File: src/common/aad_pkg.sv
// constants, field positions and encodings for the add/add_with_carry_op/and slice
// assumes a 24-bit instruction word handed in on the core clock
package aad_pkg;
  localparam int DW = 16;
  localparam int NREG = 16;
  localparam int IDX_W = 4;
  localparam int DADDR_W = 13;
  localparam int INSTR_W = 24;
  // instruction fields
  localparam int OPC_MSB = 23;
  localparam int OPC_LSB = 16;
  localparam int FAM_MSB = 23;
  localparam int FAM_LSB = 22;
  localparam int FORM_MSB = 21;
  localparam int FORM_LSB = 19;
  localparam int WB_MSB = 18;
  localparam int WB_LSB = 15;
  localparam int BYTE_BIT = 14;
  localparam int WDM_MSB = 13;
  localparam int WDM_LSB = 11;
  localparam int WD_MSB = 10;
  localparam int WD_LSB = 7;
  localparam int WSM_MSB = 6;
  localparam int WSM_LSB = 4;
  localparam int WS_MSB = 3;
  localparam int WS_LSB = 0;
  localparam int L10_MSB = 13;
  localparam int L10_LSB = 4;
  localparam int L5_MSB = 4;
  localparam int L5_LSB = 0;
  localparam int FA_MSB = 12;
  localparam int FA_LSB = 0;
  // families and forms
  localparam logic [1:0] FAM_ADD = 2'h0;
  localparam logic [1:0] FAM_ADD_WITH_CARRY_OP = 2'h1;
  localparam logic [1:0] FAM_AND = 2'h2;
  localparam logic [2:0] FORM_F_TO_F = 3'h0;
  localparam logic [2:0] FORM_F_TO_ACC = 3'h1;
  localparam logic [2:0] FORM_TEN_BIT_IMMEDIATE = 3'h2;
  localparam logic [2:0] FORM_REG = 3'h3;
  localparam logic [2:0] FORM_SHORT_IMMEDIATE = 3'h4;
  // addressing modes
  localparam logic [2:0] AM_DIRECT = 3'h0;
  localparam logic [2:0] AM_IND = 3'h1;
  localparam logic [2:0] AM_POSTINC = 3'h2;
  localparam logic [2:0] AM_POSTDEC = 3'h3;
  localparam logic [2:0] AM_PREINC = 3'h4;
  localparam logic [2:0] AM_PREDEC = 3'h5;
  localparam logic [IDX_W-1:0] ACC_IDX = 4'h0;
  localparam logic [DW-1:0] STEP_BYTE = 16'h0001;
  localparam logic [DW-1:0] STEP_WORD = 16'h0002;
  localparam logic [DW-1:0] DEFAULT_ACCUMULATOR_REG_RESET = 16'h0000;
  // status layout
  localparam int SR_C = 0;
  localparam int SR_DC = 1;
  localparam int SR_N = 2;
  localparam int SR_OV = 3;
  localparam int SR_Z = 4;
  localparam int SR_W = 5;
  localparam logic [SR_W-1:0] SR_RESET = 5'h00;
  // apb map
  localparam logic [7:0] A_STATUS = 8'h00;
  localparam logic [7:0] A_RESULT = 8'h04;
  localparam logic [7:0] A_COUNT = 8'h08;
  localparam logic [7:0] A_INSTR = 8'h0c;
  localparam logic [1:0] A_DEFAULT_ACCUMULATOR_REG_TOP = 2'h1;
  localparam logic [1:0] BE_LO = 2'h1;
  localparam logic [1:0] BE_HI = 2'h2;
  localparam logic [1:0] BE_ALL = 2'h3;
endpackage

File: src/aad_alu.sv
// adder and and unit with flag generation, byte or word size
// assumes operands arrive already zero-extended in byte mode
`timescale 1ns/1ps
module aad_alu
  import aad_pkg::*;
(
  input wire logic [DW-1:0] opa,
  input wire logic [DW-1:0] opb,
  input wire logic cin,
  input wire logic byte_op,
  input wire logic and_op,
  output logic [DW-1:0] res,
  output logic c,
  output logic dc,
  output logic n,
  output logic ov,
  output logic zero
);
  logic [DW:0] sum;
  logic [8:0] lo;
  logic [4:0] nib;
  logic [DW-1:0] raw;

  // sums with carry in and the flag terms
  always_comb begin
    sum = {1'b0, opa} + {1'b0, opb} + {{DW{1'b0}}, cin};
    lo = {1'b0, opa[7:0]} + {1'b0, opb[7:0]} + {8'h00, cin};
    nib = {1'b0, opa[3:0]} + {1'b0, opb[3:0]} + {4'h0, cin};
    raw = and_op ? (opa & opb) : sum[DW-1:0];
    res = byte_op ? {8'h00, raw[7:0]} : raw;
    c = byte_op ? lo[8] : sum[DW];
    dc = byte_op ? nib[4] : lo[8];
    n = byte_op ? res[7] : res[DW-1];
    if (byte_op) begin
      ov = (opa[7] == opb[7]) && (res[7] != opa[7]);
      zero = (res[7:0] == 8'h00);
    end else begin
      ov = (opa[DW-1] == opb[DW-1]) && (res[DW-1] != opa[DW-1]);
      zero = (res == 16'h0000);
    end
  end
endmodule

File: src/aad_regfile.sv
// sixteen working registers in flip-flops with four write ports
// assumes one writer per port per cycle; later ports win
`timescale 1ns/1ps
module aad_regfile
  import aad_pkg::*;
(
  input wire logic clk,
  input wire logic rst_n,
  input wire logic sw_we,
  input wire logic [IDX_W-1:0] sw_idx,
  input wire logic [DW-1:0] sw_data,
  input wire logic sp_we,
  input wire logic [IDX_W-1:0] sp_idx,
  input wire logic [DW-1:0] sp_data,
  input wire logic dp_we,
  input wire logic [IDX_W-1:0] dp_idx,
  input wire logic [DW-1:0] dp_data,
  input wire logic res_we,
  input wire logic [IDX_W-1:0] res_idx,
  input wire logic [1:0] res_be,
  input wire logic [DW-1:0] res_data,
  output logic [NREG*DW-1:0] regs_flat
);
  // one entry per register: software, pointers, then result
  for (genvar i = 0; i < NREG; i++) begin : g_ent
    logic [DW-1:0] q_reg;
    logic [DW-1:0] q_next;
    always_comb begin
      q_next = q_reg;
      if (sw_we && sw_idx == IDX_W'(i)) begin
        q_next = sw_data;
      end
      if (sp_we && sp_idx == IDX_W'(i)) begin
        q_next = sp_data;
      end
      if (dp_we && dp_idx == IDX_W'(i)) begin
        q_next = dp_data;
      end
      if (res_we && res_idx == IDX_W'(i)) begin
        if (res_be[0]) begin
          q_next[7:0] = res_data[7:0];
        end
        if (res_be[1]) begin
          q_next[15:8] = res_data[15:8];
        end
      end
    end
    always_ff @(posedge clk or negedge rst_n) begin
      if (!rst_n) begin
        q_reg <= DEFAULT_ACCUMULATOR_REG_RESET;
      end else begin
        q_reg <= q_next;
      end
    end
    assign regs_flat[i*DW +: DW] = q_reg;
  end
endmodule

File: src/aad_datapath.sv
// add, add-with-carry and and datapath slice, apb register access
// assumes instruction word and memory read data on MCLK, memory
// read is combinational, memory write taken at the next edge
`timescale 1ns/1ps
module aad_datapath
  import aad_pkg::*;
#(
  parameter int AW = DADDR_W
)
(
  input wire logic MCLK,
  input wire logic RSTN,
  input wire logic [7:0] PADDR,
  input wire logic PSEL,
  input wire logic PENABLE,
  input wire logic PWRITE,
  input wire logic [31:0] PWDATA,
  output logic [31:0] PRDATA,
  output logic PREADY,
  output logic PSLVERR,
  input wire logic INSTR_VALID,
  input wire logic [INSTR_W-1:0] INSTR_WORD,
  output logic INSTR_ILLEGAL,
  output logic [AW-1:0] DM_RADDR,
  input wire logic [DW-1:0] DM_RDATA,
  output logic DM_WE,
  output logic [AW-1:0] DM_WADDR,
  output logic [1:0] DM_WBE,
  output logic [DW-1:0] DM_WDATA,
  output logic [SR_W-1:0] STATUS_FLAGS
);
  logic [NREG*DW-1:0] regs_flat;
  logic [DW-1:0] default_accumulator_reg [NREG];
  logic [1:0] fam;
  logic [2:0] form;
  logic [IDX_W-1:0] wb_idx;
  logic [IDX_W-1:0] ws_idx;
  logic [IDX_W-1:0] wd_idx;
  logic [2:0] ws_mode;
  logic [2:0] wd_mode;
  logic [9:0] ten_bit_immediate;
  logic [4:0] short_immediate;
  logic [AW-1:0] faddr;
  logic byte_op;
  logic legal;
  logic go;
  logic [DW-1:0] step;
  logic [DW-1:0] ea_s;
  logic [DW-1:0] ea_d;
  logic [DW-1:0] opa;
  logic [DW-1:0] opb;
  logic [DW-1:0] mem_word;
  logic [DW-1:0] mem_val;
  logic [AW-1:0] mem_addr;
  logic use_mem;
  logic dst_mem;
  logic [AW-1:0] dst_addr;
  logic [IDX_W-1:0] dst_idx;
  logic src_mod;
  logic dst_mod;
  logic [DW-1:0] alu_res;
  logic alu_c;
  logic alu_dc;
  logic alu_n;
  logic alu_ov;
  logic alu_zero;
  logic [SR_W-1:0] sr_reg;
  logic [SR_W-1:0] sr_next;
  logic [DW-1:0] result_reg;
  logic [DW-1:0] result_next;
  logic [31:0] count_reg;
  logic [31:0] count_next;
  logic [INSTR_W-1:0] last_reg;
  logic [INSTR_W-1:0] last_next;
  logic illegal_reg;
  logic illegal_next;
  logic pend_reg;
  logic pend_next;
  logic [AW-1:0] paddr_reg;
  logic [AW-1:0] paddr_next;
  logic [1:0] pbe_reg;
  logic [1:0] pbe_next;
  logic [DW-1:0] pdata_reg;
  logic [DW-1:0] pdata_next;
  logic [31:0] prdata_reg;
  logic [31:0] prdata_next;
  logic apb_wr;
  logic is_default_accumulator_reg;
  logic mapped;
  logic sw_we;

  // effective address: pre-modified modes move before use
  function automatic logic [DW-1:0] eff_addr(input logic [2:0] m,
                                             input logic [DW-1:0] p,
                                             input logic [DW-1:0] s);
    logic [DW-1:0] a;
    a = p;
    if (m == AM_PREINC) begin
      a = p + s;
    end else if (m == AM_PREDEC) begin
      a = p - s;
    end
    return a;
  endfunction

  // pointer value after the access
  function automatic logic [DW-1:0] new_ptr(input logic [2:0] m,
                                            input logic [DW-1:0] p,
                                            input logic [DW-1:0] s);
    logic [DW-1:0] a;
    a = p;
    if (m == AM_POSTINC || m == AM_PREINC) begin
      a = p + s;
    end else if (m == AM_POSTDEC || m == AM_PREDEC) begin
      a = p - s;
    end
    return a;
  endfunction

  function automatic logic is_ind(input logic [2:0] m);
    return m inside {AM_IND, AM_POSTINC, AM_POSTDEC, AM_PREINC, AM_PREDEC};
  endfunction

  function automatic logic modifies(input logic [2:0] m);
    return m inside {AM_POSTINC, AM_POSTDEC, AM_PREINC, AM_PREDEC};
  endfunction

  // unpack the register file
  for (genvar i = 0; i < NREG; i++) begin : g_rd
    assign default_accumulator_reg[i] = regs_flat[i*DW +: DW];
  end

  // instruction fields
  assign fam = INSTR_WORD[FAM_MSB:FAM_LSB];
  assign form = INSTR_WORD[FORM_MSB:FORM_LSB];
  assign wb_idx = INSTR_WORD[WB_MSB:WB_LSB];
  assign ws_idx = INSTR_WORD[WS_MSB:WS_LSB];
  assign wd_idx = INSTR_WORD[WD_MSB:WD_LSB];
  assign ws_mode = INSTR_WORD[WSM_MSB:WSM_LSB];
  assign wd_mode = INSTR_WORD[WDM_MSB:WDM_LSB];
  assign ten_bit_immediate = INSTR_WORD[L10_MSB:L10_LSB];
  assign short_immediate = INSTR_WORD[L5_MSB:L5_LSB];
  assign faddr = INSTR_WORD[FA_MSB:FA_LSB];
  assign byte_op = INSTR_WORD[BYTE_BIT];

  // operand selection, addressing and destination decode
  always_comb begin
    legal = (fam == FAM_ADD || fam == FAM_ADD_WITH_CARRY_OP || fam == FAM_AND) &&
            (form inside {FORM_F_TO_F, FORM_F_TO_ACC, FORM_TEN_BIT_IMMEDIATE,
                          FORM_REG, FORM_SHORT_IMMEDIATE});
    go = INSTR_VALID && legal;
    step = byte_op ? STEP_BYTE : STEP_WORD;
    ea_s = eff_addr(ws_mode, default_accumulator_reg[ws_idx], step);
    ea_d = eff_addr(wd_mode, default_accumulator_reg[wd_idx], step);
    opa = 16'h0000;
    opb = 16'h0000;
    mem_addr = ea_s[AW-1:0];
    use_mem = 1'b0;
    dst_mem = 1'b0;
    dst_addr = ea_d[AW-1:0];
    dst_idx = wd_idx;
    src_mod = 1'b0;
    dst_mod = 1'b0;
    case (form)
      FORM_F_TO_F: begin
        opa = default_accumulator_reg[ACC_IDX];
        mem_addr = faddr;
        use_mem = 1'b1;
        dst_mem = 1'b1;
        dst_addr = faddr;
      end
      FORM_F_TO_ACC: begin
        opa = default_accumulator_reg[ACC_IDX];
        mem_addr = faddr;
        use_mem = 1'b1;
        dst_idx = ACC_IDX;
      end
      FORM_TEN_BIT_IMMEDIATE: begin
        opa = default_accumulator_reg[ws_idx];
        // byte size keeps the literal to 0..255
        opb = byte_op ? {8'h00, ten_bit_immediate[7:0]} :
                        {6'h00, ten_bit_immediate};
        dst_idx = ws_idx;
      end
      FORM_REG: begin
        opa = default_accumulator_reg[wb_idx];
        opb = default_accumulator_reg[ws_idx];
        use_mem = is_ind(ws_mode);
        src_mod = modifies(ws_mode);
        dst_mem = is_ind(wd_mode);
        dst_mod = modifies(wd_mode);
      end
      FORM_SHORT_IMMEDIATE: begin
        opa = default_accumulator_reg[wb_idx];
        opb = {11'h000, short_immediate};
        dst_mem = is_ind(wd_mode);
        dst_mod = modifies(wd_mode);
      end
      default: begin
        opa = 16'h0000;
      end
    endcase
    // forward a write still waiting for the memory edge
    mem_word = DM_RDATA;
    if (pend_reg && paddr_reg[AW-1:1] == mem_addr[AW-1:1]) begin
      if (pbe_reg[0]) begin
        mem_word[7:0] = pdata_reg[7:0];
      end
      if (pbe_reg[1]) begin
        mem_word[15:8] = pdata_reg[15:8];
      end
    end
    mem_val = mem_word;
    if (byte_op) begin
      mem_val = {8'h00, mem_addr[0] ? mem_word[15:8] : mem_word[7:0]};
    end
    if (use_mem) begin
      opb = mem_val;
    end
    if (byte_op) begin
      opa = {8'h00, opa[7:0]};
      opb = {8'h00, opb[7:0]};
    end
  end

  assign DM_RADDR = mem_addr;

  aad_alu u_alu (
    .opa(opa),
    .opb(opb),
    .cin((fam == FAM_ADD_WITH_CARRY_OP) && sr_reg[SR_C]),
    .byte_op(byte_op),
    .and_op(fam == FAM_AND),
    .res(alu_res),
    .c(alu_c),
    .dc(alu_dc),
    .n(alu_n),
    .ov(alu_ov),
    .zero(alu_zero)
  );

  // apb decode
  assign apb_wr = PSEL && PENABLE && PWRITE;
  assign is_default_accumulator_reg = (PADDR[7:6] == A_DEFAULT_ACCUMULATOR_REG_TOP) && (PADDR[1:0] == 2'h0);
  assign mapped = is_default_accumulator_reg || PADDR inside {A_STATUS, A_RESULT, A_COUNT,
                                           A_INSTR};
  assign sw_we = apb_wr && is_default_accumulator_reg;
  assign PREADY = 1'b1;
  assign PSLVERR = PSEL && PENABLE && !mapped;

  aad_regfile u_regs (
    .clk(MCLK),
    .rst_n(RSTN),
    .sw_we(sw_we),
    .sw_idx(PADDR[5:2]),
    .sw_data(PWDATA[DW-1:0]),
    .sp_we(go && src_mod),
    .sp_idx(ws_idx),
    .sp_data(new_ptr(ws_mode, default_accumulator_reg[ws_idx], step)),
    .dp_we(go && dst_mod),
    .dp_idx(wd_idx),
    .dp_data(new_ptr(wd_mode, default_accumulator_reg[wd_idx], step)),
    .res_we(go && !dst_mem),
    .res_idx(dst_idx),
    .res_be(byte_op ? BE_LO : BE_ALL),
    .res_data(alu_res),
    .regs_flat(regs_flat)
  );

  // status, result, counters
  always_comb begin
    sr_next = sr_reg;
    result_next = result_reg;
    count_next = count_reg;
    last_next = last_reg;
    illegal_next = INSTR_VALID && !legal;
    if (go) begin
      result_next = alu_res;
      count_next = count_reg + 32'h0000_0001;
      last_next = INSTR_WORD;
      sr_next[SR_N] = alu_n;
      if (fam == FAM_AND) begin
        sr_next[SR_Z] = alu_zero;
      end else begin
        sr_next[SR_C] = alu_c;
        sr_next[SR_DC] = alu_dc;
        sr_next[SR_OV] = alu_ov;
        // carry chain keeps zero sticky across words
        sr_next[SR_Z] = (fam == FAM_ADD_WITH_CARRY_OP) ? (sr_reg[SR_Z] && alu_zero) :
                                            alu_zero;
      end
    end else if (apb_wr && PADDR == A_STATUS) begin
      sr_next = PWDATA[SR_W-1:0];
    end
  end

  always_ff @(posedge MCLK or negedge RSTN) begin
    if (!RSTN) begin
      sr_reg <= SR_RESET;
      result_reg <= 16'h0000;
      count_reg <= 32'h0000_0000;
      last_reg <= 24'h00_0000;
      illegal_reg <= 1'b0;
    end else begin
      sr_reg <= sr_next;
      result_reg <= result_next;
      count_reg <= count_next;
      last_reg <= last_next;
      illegal_reg <= illegal_next;
    end
  end

  // memory write, issued on the edge after execution
  always_comb begin
    pend_next = go && dst_mem;
    paddr_next = paddr_reg;
    pbe_next = pbe_reg;
    pdata_next = pdata_reg;
    if (go && dst_mem) begin
      paddr_next = dst_addr;
      pbe_next = BE_ALL;
      pdata_next = alu_res;
      if (byte_op) begin
        pbe_next = dst_addr[0] ? BE_HI : BE_LO;
        pdata_next = {alu_res[7:0], alu_res[7:0]};
      end
    end
  end

  always_ff @(posedge MCLK or negedge RSTN) begin
    if (!RSTN) begin
      pend_reg <= 1'b0;
      paddr_reg <= '0;
      pbe_reg <= 2'h0;
      pdata_reg <= 16'h0000;
    end else begin
      pend_reg <= pend_next;
      paddr_reg <= paddr_next;
      pbe_reg <= pbe_next;
      pdata_reg <= pdata_next;
    end
  end

  // read data captured in the setup phase
  always_comb begin
    prdata_next = prdata_reg;
    if (PSEL && !PENABLE) begin
      prdata_next = 32'h0000_0000;
      if (is_default_accumulator_reg) begin
        prdata_next = {16'h0000, default_accumulator_reg[PADDR[5:2]]};
      end else begin
        case (PADDR)
          A_STATUS: prdata_next = {27'h000_0000, sr_reg};
          A_RESULT: prdata_next = {16'h0000, result_reg};
          A_COUNT: prdata_next = count_reg;
          A_INSTR: prdata_next = {8'h00, last_reg};
          default: prdata_next = 32'h0000_0000;
        endcase
      end
    end
  end

  always_ff @(posedge MCLK or negedge RSTN) begin
    if (!RSTN) begin
      prdata_reg <= 32'h0000_0000;
    end else begin
      prdata_reg <= prdata_next;
    end
  end

  assign PRDATA = prdata_reg;
  assign INSTR_ILLEGAL = illegal_reg;
  assign DM_WE = pend_reg;
  assign DM_WADDR = paddr_reg;
  assign DM_WBE = pbe_reg;
  assign DM_WDATA = pdata_reg;
  assign STATUS_FLAGS = sr_reg;
endmodule

File: config.mk
export PLATFORM = sky130hd
export DESIGN_NAME = aad_datapath
export DESIGN_NICKNAME = d
export VERILOG_FILES = /design/src/common/aad_pkg.sv /design/src/aad_alu.sv /design/src/aad_regfile.sv /design/src/aad_datapath.sv
export SDC_FILE = /design/constraint.sdc
export NUM_CORES = 2
export LEC_CHECK = 0
export ABC_CLOCK_PERIOD_IN_PS = 7890
export BUFFER_PORTS_ARGS = -buffer_cell sky130_fd_sc_hd__buf_2
export CAP_MARGIN = 20
export CORE_MARGIN = 5
export CORE_UTILIZATION = 32
export DETAILED_ROUTE_END_ITERATION = 7
export PLACE_DENSITY = 0.56
export SYNTH_ARGS = -nofsm -noshare
export SYNTH_HDL_FRONTEND = slang
export SYNTH_SLANG_ARGS = --single-unit
export TNS_END_PERCENT = 30
File: constraint.sdc
create_clock -name MCLK -period 7.89 [get_ports MCLK]
set_input_delay 0.3945 -clock MCLK [delete_from_list [all_inputs] [get_ports MCLK]]
set_output_delay 0.3945 -clock MCLK [all_outputs]
set_load 0.1 [all_outputs]
==> flow_metrics.py <==
metrics = {
    "clocking": {
        "htree_levels": 2,
        "root_buffer": "clkbuf_16",
        "cts_inserted_buffers": 52,
        "max-clock-path-buffers": 3,
        "path_clk_slew_ps": 60,
        "cts_tree": "done",
        "clkLatencyLatePin_ps": 690,
        "cts.sinks": 398,
    },
    "floorplanning": {
        "ios": 171,
        "die_h_um": 346,
        "initial_utilization_pct": 32.2,
        "die_w_um": 346,
        "core-area_um2": 112000,
        "dieArea_um2": 120000,
        "rows": 123,
    },
    "grt": {
        "antenna_found_initial": 18,
        "track_usage_pct": 31.5,
        "gr-usage-met1_pct": 38.1,
        "grt-busiest-layer": "met2",
        "gr-usage-met2_pct": 46.3,
        "grt_max_degree": 128,
        "met3_usage_pct": 12.7,
        "grt_pass1_vias": 36016,
        "overflow": 0,
        "grt_pass1_wl_um": 276000,
    },
    "sta": {
        "slew_headroom_pct": 11.5,
        "timing.final.crit_share_pct": 99.4,
        "setup_viol": 0,
        "rsz0062_at_grt": "yes",
        "finalCriticalPeriod_ps": 7840,
        "final_max_slew_viol_count": 0,
        "tns_ps": 0,
        "hold_viol_final": 0,
        "timing.fmax_mhz": 127,
        "hold_ws_ps": 40.8,
        "fin_skew_ps": 87.5,
        "tightestPinTransition_ps": 1320,
    },
    "power": {
        "p_per_area_nw_per_um2": 274,
        "vdd_drop_max_mv": 0.188,
        "p_leak_nw": 17.0,
        "totalPowerFinal_mw": 11.7,
    },
    "synthesis": {
        "synthTopCellsByArea": "dfrtp_1, mux4_2, nand2_1",
        "synth_ff_type": "dfrtp_1",
        "mappedNetlistNets": 4143,
        "yosysTopAreaCell": "dfrtp_1",
        "synth_top_area_share_pct": 27.5,
        "async_reset_ff_share_pct": 100,
        "synth_area_um2": 36200,
        "synth_edf_count": 0,
        "ys_warn_count": 0,
        "avgSynthCellArea_um2": 8.99,
        "yosysUniqueCellTypes": 89,
        "yosys-top-cells-count": "nand2_1, nor2_1, dfrtp_1, mux4_2, clkbuf_1",
        "yosysMostFrequentCell": "nand2_1",
        "synth_seq_cells": 398,
        "synthCells": 4025,
        "yosysSeqAreaShare_pct": 27.5,
    },
    "routing": {
        "drtAntennaViolNets": 0,
        "dr.pass1.iters": 8,
        "wirelength_um": 198000,
        "vias_per_cell": 6.62,
        "num_vias": 38421,
        "drt-wirelength-per-cell_um": 34.2,
        "drtIter0Drc": 5857,
        "post-route-drc-count": 0,
    },
    "worst_setup_path": {
        "crit_path_max_fanout": 3,
        "max_stage_delay_ps": 560,
        "cp_slowest_cell": "mux4_2",
        "cp_common_cell": "fa_2",
        "arrival_ps": 8440,
        "reg2reg_to": "STATUS_FLAGS[4]",
        "required_ps": 8490,
        "path_class": "register to register",
        "critPathCapture": "STATUS_FLAGS[4]",
        "rrSetupSlack_ps": 50,
        "reg2reg_depth": 30,
        "setup.worst_path.start": "u_regs.g_ent[14].q_reg[0]",
        "r2r_start": "u_regs.g_ent[14].q_reg[0]",
        "worst_setup_path_end_kind": "register",
        "worst_setup_path_start_kind": "register",
    },
    "cells_and_area": {
        "synthToLayoutAreaGrowth_pct": 18.0,
        "fin_nets": 4369,
        "utilization_pct": 38.0,
        "stdcell_count": 5804,
        "drive_above_1_share_pct": 26.9,
        "largest_reg_flops": 256,
    },
    "run": {
        "drv_cap": 0,
    },
    "place": {
        "dpl.hpwl_um": 141000,
        "placedCellCount": 5683,
        "port_buffers": 153,
        "globalplace.congestion": 1.04,
    },
    "hold_path": {
        "min_path_type": "input port to register",
        "hold_depth": 3,
    },
    "status": {
        "status": "finished clean",
    },
}
## per-stage QoR
step           setup WS (ps)  instance area, um2
5_1_grt                 -197               42700
3_3_place_gp            -283               40600
6_report                45.2               42700
4_1_cts                 4.14               42500
2_1_floorplan           -568               36400
3_5_place_dp            -288               40600
## layout by cell type, fill, tap and decap left out, types with 52 or more instances in the layout
master	synthesis	layout
a211oi_1	195	191
a21oi_1	263	255
a311oi_1	74	73
buf_2	28	147
buf_4	7	399
clkbuf_16	0	52
dfrtp_1	398	398
mux2i_1	173	169
mux4_2	315	315
nand2_1	573	571
nand3_1	98	98
nor2_1	437	412
nor2b_1	61	60
o211ai_1	63	63
o21ai_0	229	224
o22ai_1	54	53
xnor2_1	69	66
## critical path: cells and delay by family, from the launching register on
| kind | cells | cell delay (ps) |
|---|---|---|
| adder cells (fa/ha/maj) | 4 | 1240 |
| multiplexers | 3 | 1310 |
| flip-flops | 1 | 390 |
| buffers and inverters | 3 | 310 |
| AO/OA/AOI/OAI | 11 | 1990 |
| AND/OR/NAND/NOR | 9 | 2550 |
## power by group
group	switching (mW)	total (mW)	leakage (nW)	internal (mW)
sequential	0.729	3.25	5.24	2.52
combinational	3.57	5.81	10.8	2.24
clock	1.16	2.62	0.869	1.46
total	5.46	11.7	17.0	6.22
## how the worst min path moves through the flow
stage,slack (ps),endpoint,from
after floorplan,100,DM_WADDR[0],RSTN
after global placement,460,last_reg[9],last_reg[9]
after detailed placement,460,last_reg[6],last_reg[6]
after CTS,30,last_reg[22],INSTR_WORD[22]
after global routing,70,last_reg[22],INSTR_WORD[22]
final,40,last_reg[22],INSTR_WORD[22]
## kinds of logic after synthesis
logic type      synth area share (%)
flops                           27.5
xor+xnor                        2.51
compound gates                  21.1
buf+inv                         4.96
mux                             26.4
other cells                   0.0104
simple gates                    16.3
fa+ha+maj                       1.23
## layout make-up
class                   instances  area, um2
fillers                     11232      69800
inverters                      30        113
clock inverters                32        393
flip-flops and latches        398       9960
clock buffers                  66       1410
well taps                    1500       1880
multi-input cells            3202      24900
repair buffers                567       4050
diodes                          9       22.5
## layer usage
metal | up-vias | wire length [um] | share of wire [%]
li1 | 15697 | - | -
met1 | 18723 | 70000 | 35
met2 | 3143 | 83500 | 42
met3 | 846 | 28300 | 14
met4 | 12 | 16400 | 8.3
met5 | - | 82 | 0.041
## timing repair
| action | CTS | global route |
|---|---|---|
| pin swaps | 0 | 24 |
| setup buffers | 0 | 5 |
| endpoints found under the setup margin | 13 | 61 |
| resized for setup | 1 | 24 |
| hold buffers | 2 | 0 |
| endpoints found under the hold margin | 104 | 0 |
No activity file was read; power rests on OpenSTA's default activity.
